`config.mk`:
```
export PLATFORM = sky130hd
export DESIGN_NAME = fiqn_top
export DESIGN_NICKNAME = d
export VERILOG_FILES = /design/src/fiqn_pkg.sv /design/src/fiqn_top.sv
export SDC_FILE = /design/constraint.sdc
export NUM_CORES = 1
export LEC_CHECK = 0
export ABC_AREA = 1
export BUFFER_PORTS_ARGS = -buffer_cell sky130_fd_sc_hd__buf_2
export CAP_MARGIN = 30
export CORE_MARGIN = 1.5
export CORE_UTILIZATION = 45
export CTS_CLUSTER_SIZE = 14
export DETAILED_ROUTE_END_ITERATION = 7
export GPL_ROUTABILITY_DRIVEN = 0
export HOLD_SLACK_MARGIN = 0.1
export MAX_ROUTING_LAYER = met4
export PLACE_DENSITY = 0.68
export SLEW_MARGIN = 25
export SYNTH_ARGS = -nofsm -noshare
export SYNTH_HDL_FRONTEND = slang
export SYNTH_SLANG_ARGS = --single-unit
```
`constraint.sdc`:
```
create_clock -name hclk -period 64.7 [get_ports hclk]
set_input_delay 0 -clock hclk [delete_from_list [all_inputs] [get_ports hclk]]
set_output_delay 0 -clock hclk [all_outputs]
set_load 0.005 [all_outputs]
```
`src/fiqn_pkg.sv`:
```
package fiqn_pkg;

    // ****************************************
    // sizes and bus map
    // ****************************************
    localparam int NSRC = 28;
    localparam int NEXT = 6;
    localparam int NEST_W = 8;
    localparam int TRIG_W = 2;
    localparam logic [31:0] ADDR_NEST_CTRL = 32'hFFFF0030;
    localparam logic [31:0] ADDR_TRIG = 32'hFFFF0034;
    localparam logic [31:0] ADDR_ECLR = 32'hFFFF0038;
    localparam logic [31:0] ADDR_NSTAT = 32'hFFFF003C;
    localparam logic [31:0] ADDR_NVEC = 32'hFFFF0040;
    localparam logic [31:0] ADDR_BASE = 32'hFFFF0044;
    localparam logic [31:0] ADDR_EVT_STAT = 32'hFFFF0048;
    localparam logic [31:0] ADDR_EVT_MASK = 32'hFFFF004C;
    localparam logic [31:0] ADDR_FVEC = 32'hFFFF011C;
    localparam logic [31:0] ADDR_FSTAT = 32'hFFFF013C;
    localparam logic [31:0] RST_ZERO = 32'h00000000;

    // ****************************************
    // fields
    // ****************************************
    localparam int CTRL_NORM_NEST = 0;
    localparam int CTRL_FAST_NEST = 1;
    localparam logic [NEST_W-1:0] NEST_NONE = 8'h00;
    localparam logic [3:0] LVL_NONE = 4'h8;
    localparam logic [1:0] TRIG_HIGH = 2'h0;
    localparam logic [1:0] TRIG_LOW = 2'h1;
    localparam logic [1:0] TRIG_RISE = 2'h2;
    localparam logic [1:0] TRIG_FALL = 2'h3;
    // order of the six sources: ext0, ext1, logic0, ext2, ext3, logic1
    localparam int ECLR_BIT [NEXT] = '{13, 16, 17, 18, 19, 20};
    localparam int SRC_IDX [NEXT] = '{14, 15, 16, 17, 18, 19};

    typedef logic [NSRC-1:0][2:0] fiqn_prio_t;

    typedef struct packed {
        logic wr;
        logic rd;
        logic [31:0] addr;
    } fiqn_aphase_t;

    typedef struct packed {
        logic found;
        logic [4:0] id;
        logic [2:0] prio;
    } fiqn_pick_t;

endpackage

```
`src/fiqn_top.sv`:
```
// Summary of operation
// - fast vector bits 22:7 return the vector base value.
// - vector bits 6:2 give winning fast source number; bits 31:23 and 1:0 read zero.
// - fast vector read with fast nesting on sets nest bit at winner's priority.
// - a set nest bit blocks interrupts of that priority and lower.
// - each nest status write clears only the highest-priority set bit.
// - four pin and two logic sources, each level or edge triggered.
// - trigger code 11 falling, 10 rising, 01 low level, 00 high level.
// - trigger fields at 1:0, 3:2, 5:4, 7:6, 9:8, 11:10.
// - writing one to an edge-clear bit clears that source's edge latch.
// - trigger, fast vector and fast nest status reset to zero.
// - normal vector read with normal nesting on sets normal nest bit likewise.
// - without nesting, no priorities apply and fast beats normal.
module fiqn_top
    import fiqn_pkg::*;
(
    input wire logic hclk,
    input wire logic hresetn,
    input wire logic hsel,
    input wire logic [31:0] haddr,
    input wire logic [1:0] htrans,
    input wire logic hwrite,
    input wire logic [2:0] hsize,
    input wire logic [31:0] hwdata,
    input wire logic hready,
    output logic hreadyout,
    output logic hresp,
    output logic [31:0] hrdata,
    input wire logic [3:0] ext_pin,
    input wire logic [1:0] logic_irq,
    input wire logic [NSRC-1:0] src_req,
    input wire fiqn_prio_t src_prio,
    input wire logic [NSRC-1:0] fast_source_enable,
    input wire logic [NSRC-1:0] normal_source_enable,
    output logic fiq,
    output logic irq,
    output logic irq_line
);

    // ****************************************
    // state
    // ****************************************
    fiqn_aphase_t ap_d, ap_q;
    logic [31:0] hrdata_d, hrdata_q;
    logic [3:0] sync1_q, sync2_q;
    logic [NEXT-1:0] cur6, prev_q, latch_d, latch_q;
    logic [NEXT-1:0] hit6, evt6, clr6, src6_req;
    logic [2*NEXT-1:0] trig_d, trig_q;
    logic [1:0] ctrl_d, ctrl_q;
    logic [15:0] base_d, base_q;
    logic [NEST_W-1:0] fast_nest_d, fast_nest_q, normal_nest_d, normal_nest_q;
    logic [NEST_W-1:0] fast_drop;
    logic [31:0] fast_vec_d, fast_vec_q, normal_vec_d, normal_vec_q;
    logic [NEXT-1:0] stat_d, stat_q, mask_d, mask_q;
    logic fiq_d, fiq_q, irq_d, irq_q, irq_line_d, irq_line_q;
    logic [NSRC-1:0] req;
    logic [3:0] fthr, nthr;
    fiqn_pick_t fp, np;
    logic fset, nset, fclr, nclr;
    logic [31:0] rdat;

    // ****************************************
    // helpers
    // ****************************************
    // index of the highest-priority set nest bit, LVL_NONE when clear
    function automatic logic [3:0] top_level(input logic [NEST_W-1:0] st);
        logic [3:0] r;
        r = LVL_NONE;
        for (int b = NEST_W - 1; b >= 0; b--)
        begin
            if (st[b])
                r = 4'(b);
        end
        return r;
    endfunction

    // without nesting the lowest source number wins and levels are ignored
    function automatic fiqn_pick_t pick(
        input logic [NSRC-1:0] pend,
        input fiqn_prio_t pr,
        input logic nest,
        input logic [3:0] thr
    );
        fiqn_pick_t r;
        r = '0;
        for (int s = 0; s < NSRC; s++)
        begin
            if (pend[s] && (!nest || {1'b0, pr[s]} < thr) &&
                (!r.found || (nest && pr[s] < r.prio)))
            begin
                r.found = 1'b1;
                r.id = 5'(s);
                r.prio = pr[s];
            end
        end
        return r;
    endfunction

    // one write drops only the highest-priority bit; a set in the same cycle wins
    function automatic logic [NEST_W-1:0] nest_next(
        input logic [NEST_W-1:0] q,
        input logic clr,
        input logic set,
        input logic [2:0] p
    );
        logic [NEST_W-1:0] v;
        v = q;
        if (clr)
            v = q & (q - 8'h01);
        if (set)
            v[p] = 1'b1;
        return v;
    endfunction

    // ****************************************
    // pin and logic sources
    // ****************************************
    assign cur6 = {logic_irq[1], sync2_q[3], sync2_q[2], logic_irq[0], sync2_q[1], sync2_q[0]};

    generate
        for (genvar i = 0; i < NEXT; i++)
        begin : g_src
            logic [1:0] sel;
            logic lvl, lvl_prev;
            assign sel = trig_q[TRIG_W*i +: TRIG_W];
            assign lvl = cur6[i] ^ sel[0];
            assign lvl_prev = prev_q[i] ^ sel[0];
            assign hit6[i] = (sel == TRIG_RISE) ? (cur6[i] & ~prev_q[i]) :
                             (sel == TRIG_FALL) ? (~cur6[i] & prev_q[i]) : 1'b0;
            assign clr6[i] = ap_q.wr && ap_q.addr == ADDR_ECLR && hwdata[ECLR_BIT[i]];
            // a new edge in the clearing cycle is kept
            assign latch_d[i] = hit6[i] | (latch_q[i] & ~clr6[i]);
            assign src6_req[i] = sel[1] ? latch_q[i] : lvl;
            assign evt6[i] = sel[1] ? hit6[i] : (lvl & ~lvl_prev);

        end
    endgenerate

    // ****************************************
    // next state
    // ****************************************
    always_comb
    begin
        ap_d.wr = hsel && htrans[1] && hready && hwrite;
        ap_d.rd = hsel && htrans[1] && hready && !hwrite;
        ap_d.addr = haddr;

        req = src_req;
        for (int i = 0; i < NEXT; i++)
        begin
            req[SRC_IDX[i]] = src_req[SRC_IDX[i]] | src6_req[i];
        end

        fthr = top_level(fast_nest_q);
        nthr = top_level(normal_nest_q);
        fp = pick(req & fast_source_enable, src_prio, ctrl_q[CTRL_FAST_NEST], fthr);
        np = pick(req & normal_source_enable, src_prio, ctrl_q[CTRL_NORM_NEST], nthr);
        fiq_d = fp.found;
        irq_d = np.found && !fp.found;

        fast_vec_d = {9'h000, base_q, fp.id, 2'h0};
        normal_vec_d = {9'h000, base_q, np.id, 2'h0};

        fset = ap_d.rd && ap_d.addr == ADDR_FVEC && ctrl_q[CTRL_FAST_NEST] && fp.found;
        nset = ap_d.rd && ap_d.addr == ADDR_NVEC && ctrl_q[CTRL_NORM_NEST] && np.found;
        fclr = ap_q.wr && ap_q.addr == ADDR_FSTAT;
        nclr = ap_q.wr && ap_q.addr == ADDR_NSTAT;
        fast_nest_d = nest_next(fast_nest_q, fclr, fset, fp.prio);
        normal_nest_d = nest_next(normal_nest_q, nclr, nset, np.prio);

        trig_d = (ap_q.wr && ap_q.addr == ADDR_TRIG) ? hwdata[2*NEXT-1:0] : trig_q;
        ctrl_d = (ap_q.wr && ap_q.addr == ADDR_NEST_CTRL) ? hwdata[1:0] : ctrl_q;
        base_d = (ap_q.wr && ap_q.addr == ADDR_BASE) ? hwdata[15:0] : base_q;
        mask_d = (ap_q.wr && ap_q.addr == ADDR_EVT_MASK) ? hwdata[NEXT-1:0] : mask_q;
        stat_d = stat_q;
        if (ap_q.wr && ap_q.addr == ADDR_EVT_STAT)
            stat_d = stat_q & ~hwdata[NEXT-1:0];
        stat_d = stat_d | evt6;
        irq_line_d = |(stat_q & mask_q);

        // read data comes from next values so a write just before is seen
        case (ap_d.addr)
            ADDR_NEST_CTRL: rdat = {30'h00000000, ctrl_d};
            ADDR_TRIG: rdat = {20'h00000, trig_d};
            ADDR_ECLR: rdat = RST_ZERO;
            ADDR_NSTAT: rdat = {24'h000000, normal_nest_d};
            ADDR_NVEC: rdat = normal_vec_d;
            ADDR_BASE: rdat = {16'h0000, base_d};
            ADDR_EVT_STAT: rdat = {26'h0000000, stat_d};
            ADDR_EVT_MASK: rdat = {26'h0000000, mask_d};
            ADDR_FVEC: rdat = fast_vec_d;
            ADDR_FSTAT: rdat = {24'h000000, fast_nest_d};
            default: rdat = RST_ZERO;
        endcase
        hrdata_d = ap_d.rd ? rdat : hrdata_q;
    end

    // ****************************************
    // registers
    // ****************************************
    always_ff @(posedge hclk or negedge hresetn)
    begin
        if (!hresetn)
        begin
            ap_q <= '0;
            hrdata_q <= RST_ZERO;
            sync1_q <= '0;
            sync2_q <= '0;
            prev_q <= '0;
            latch_q <= '0;
            trig_q <= '0;
            ctrl_q <= '0;
            base_q <= '0;
            fast_nest_q <= NEST_NONE;
            normal_nest_q <= NEST_NONE;
            fast_vec_q <= RST_ZERO;
            normal_vec_q <= RST_ZERO;
            stat_q <= '0;
            mask_q <= '0;
            fiq_q <= 1'b0;
            irq_q <= 1'b0;
            irq_line_q <= 1'b0;
        end
        else
        begin
            ap_q <= ap_d;
            hrdata_q <= hrdata_d;
            sync1_q <= ext_pin;
            sync2_q <= sync1_q;
            prev_q <= cur6;
            latch_q <= latch_d;
            trig_q <= trig_d;
            ctrl_q <= ctrl_d;
            base_q <= base_d;
            fast_nest_q <= fast_nest_d;
            normal_nest_q <= normal_nest_d;
            fast_vec_q <= fast_vec_d;
            normal_vec_q <= normal_vec_d;
            stat_q <= stat_d;
            mask_q <= mask_d;
            fiq_q <= fiq_d;
            irq_q <= irq_d;
            irq_line_q <= irq_line_d;
        end
    end

    // zero wait states, always OKAY
    assign hreadyout = 1'b1;
    assign hresp = 1'b0;
    assign hrdata = hrdata_q;
    assign fiq = fiq_q;
    assign irq = irq_q;
    assign irq_line = irq_line_q;

    // ****************************************
    // checks
    // ****************************************
    assign fast_drop = fast_nest_q & (fast_nest_q - 8'h01);
endmodule // fiqn_top

```
==> reports/results.tsv <==
metric	value	unit
status	completed	
num-nets-final	3447	
cp-end-kind	flop	
wire_per_inst	14.9	um
synth_mux_area_frac	0	
finalSetupTns	0	ps
clk_pin_slew	70	ps
synthToLayoutAreaGrowth	17.8	%
arrival	29610	ps
synth-adder-area-share	0.119	
cts_resized	0	
netlist_instances	2720	
drive_gt1_frac	0.185	
synthXorXnorAreaFrac	0	
synthSimpleGateAreaFrac	0.435	
synthFlopType	dfrtp_1	
core_area	36400	um2
drt_iter0_drc	1230	
synth_top_family_by_area	simple AND/OR/NAND/NOR gates	
cpPeakStageDelay	410	ps
vias	18300	
cts_tree	yes	
tightestPinTransition	961	ps
cts_made_buffers	17	
dr.pass1.iters	5	
synth_edf_count	0	
die_area	38000	um2
grt_setup_unrepaired	no	
grt_overflow	0	
antenna_found_initial	4	
ant_nets	0	
total_power	354	uW
grt_pass1_vias	17300	
hpwl	41400	um
synth_area_leaders	dfrtp_1 21%, nand2_1 20%, ha_1 12%	
fmax	34.1	MHz
final_hold_viol_count	0	
track_usage	0.281	
die_h	195	um
post_cts.repair.setup_buffers	0	
start_util	0.455	
avgSynthCellArea	6.09	um2
async_flop_share	1.00	
post-synth-top-count-cell	nand2_1	
synth_largest_area_cell	dfrtp_1	
cts.sinks	137	
synth-seq-cells	137	
yosys.area.top_type_share	0.207	
rows	70	
cts.root.buffer_cell	clkbuf_16	
powerDensity	18.1	nW/um2
cp_slowest_cell	dfrtp_1	
cp.required	65010	ps
p_leak	11.1	nW
synth_cell_types	50	
maxSlewViolCount	0	
wl	52500	um
clockBufferDepth	2	
synth_area	16600	um2
maxCapViolCount	0	
relSlewSlack	0.353	
port_buffers	258	
period_minus_slack	29300	ps
vdd_drop_max	19.3	uV
drc	0	
min_period_over_period	0.453	
viasPerCell	5.18	
cp_max_fo	28	
ios	285	
h-tree-depth	4	
finalClockSkew	14.3	ps
postCtsHoldBufs	62	
cp_common_cell	nand2_1	
min_path_type	input port to flop	
fp.dieW	195	um
ys_warn_count	0	
clock_latency	420	ps
crit_type	flop to flop	
synth_top_cells_by_count	883 x nand2_1, 344 x inv_1, 248 x nand3_1	
n_fill_cell	3698	
critPathLaunchType	flop	
yosysSeqAreaShare	0.207	
grt_pass1_wl	84600	um
setup_violations	0	
synth_compound_area_frac	0.126	
grt_max_degree	83	
-- worst max-delay path: cells and delay by family, from the launching register on --
kind / cells / cell delay [ps]
AOI/OAI and AO/OA: 33 / 8290
adders and majority gates: 28 / 8040
buffers and inverters: 25 / 1590
DFF: 1 / 410
and+or+nand+nor: 139 / 10770
-- flip-flops by register name, indices dropped and copies added (netlist names) --
signal and count:
ap_q 33, hrdata 23, base_q 16, trig_q 12
fast_nest_q 8, normal_nest_q 8, latch_q 6, mask_q 6
prev_q 6, stat_q 6, sync1_q 4, sync2_q 4
ctrl_q 2, fiq 1, irq 1, irq_line 1
-- worst paths after layout --
check	from	end	slack [ps]	depth (start not counted)
max	fast_nest_q[1]	hrdata[6]	35400	225
min in group asynchronous	hresetn	base_q[9]	200	2
max reg2reg	fast_nest_q[1]	hrdata[6]	35400	225
max in group asynchronous	hresetn	ap_q[11]	63280	3
min reg2reg	sync1_q[0]	sync2_q[0]	350	0
min	src_prio[81]	normal_nest_q[6]	140	6
-- where the power goes --
part	switching, mW	internal [mW]
logic	0.109	0.0600
clock network	0.0385	0.0578
registers	0.000952	0.0874
total	0.149	0.205
-- cell type report --
class,instances,area [um2],area share
Tap cell,468,586,0.0300
Clock buffer,18,439,0.0225
Antenna cell,4,10.0,0.000513
Sequential cell,137,3430,0.176
Inverter,421,1600,0.0818
Timing Repair Buffer,331,2000,0.103
Multi-Input combinational cell,2134,11300,0.580
Clock inverter,13,145,0.00744
-- metrics by stage --
step,util,area [um2],hold slack (ps),worst slack [ps],instances
after floorplan,-,16600,-296,37970,2729
after global placement,0.502,18300,90.6,36210,3429
after detailed placement,0.502,18300,95.1,35500,3429
after CTS,0.535,19500,125,35350,3522
after global routing,0.536,19500,153,32300,3526
final,0.536,19500,141,35400,3526
-- logic make-up (layout without fill, tap and decap cells) --
| kind of cell | Yosys count | count (layout) |
|---|---|---|
| AO/OA/AOI/OAI | 368 | 368 |
| adder cells (fa/ha/maj) | 157 | 157 |
| buffers and inverters | 458 | 783 |
| flip-flops | 137 | 137 |
| AND/OR/NAND/NOR | 1598 | 1598 |
| other | 2 | 15 |
-- cells in the final DEF, fill, tap and decap left out, types with 8 or more instances in the layout --
cell	instances
buf_2	257
or2_2	17
a22o_1	8
a211oi_1	12
nand2_2	124
nor2_1	207
dfrtp_1	137
ha_1	157
nand4_1	20
conb_1	11
dlygate4sd3_1	62
nand2_1	883
inv_2	52
nor3_1	20
a221oi_1	11
nor2_2	10
a21oi_1	93
o21ai_0	198
clkinv_1	23
inv_1	344
nor4_1	13
nand3_1	248
buf_4	11
clkbuf_16	17
nand2_4	42
-- metal layers --
| metal | global-route usage | up-vias | part of all wire |
|---|---|---|---|
| met5 | - | - | 0 |
| met4 | 0.0821 | 0 | 0.024 |
| met3 | 0.0316 | 84 | 0.055 |
| met2 | 0.477 | 566 | 0.47 |
| met1 | 0.353 | 8265 | 0.45 |
| li1 | - | 9345 | - |
Note: power is estimated with default switching activity, not from simulation.
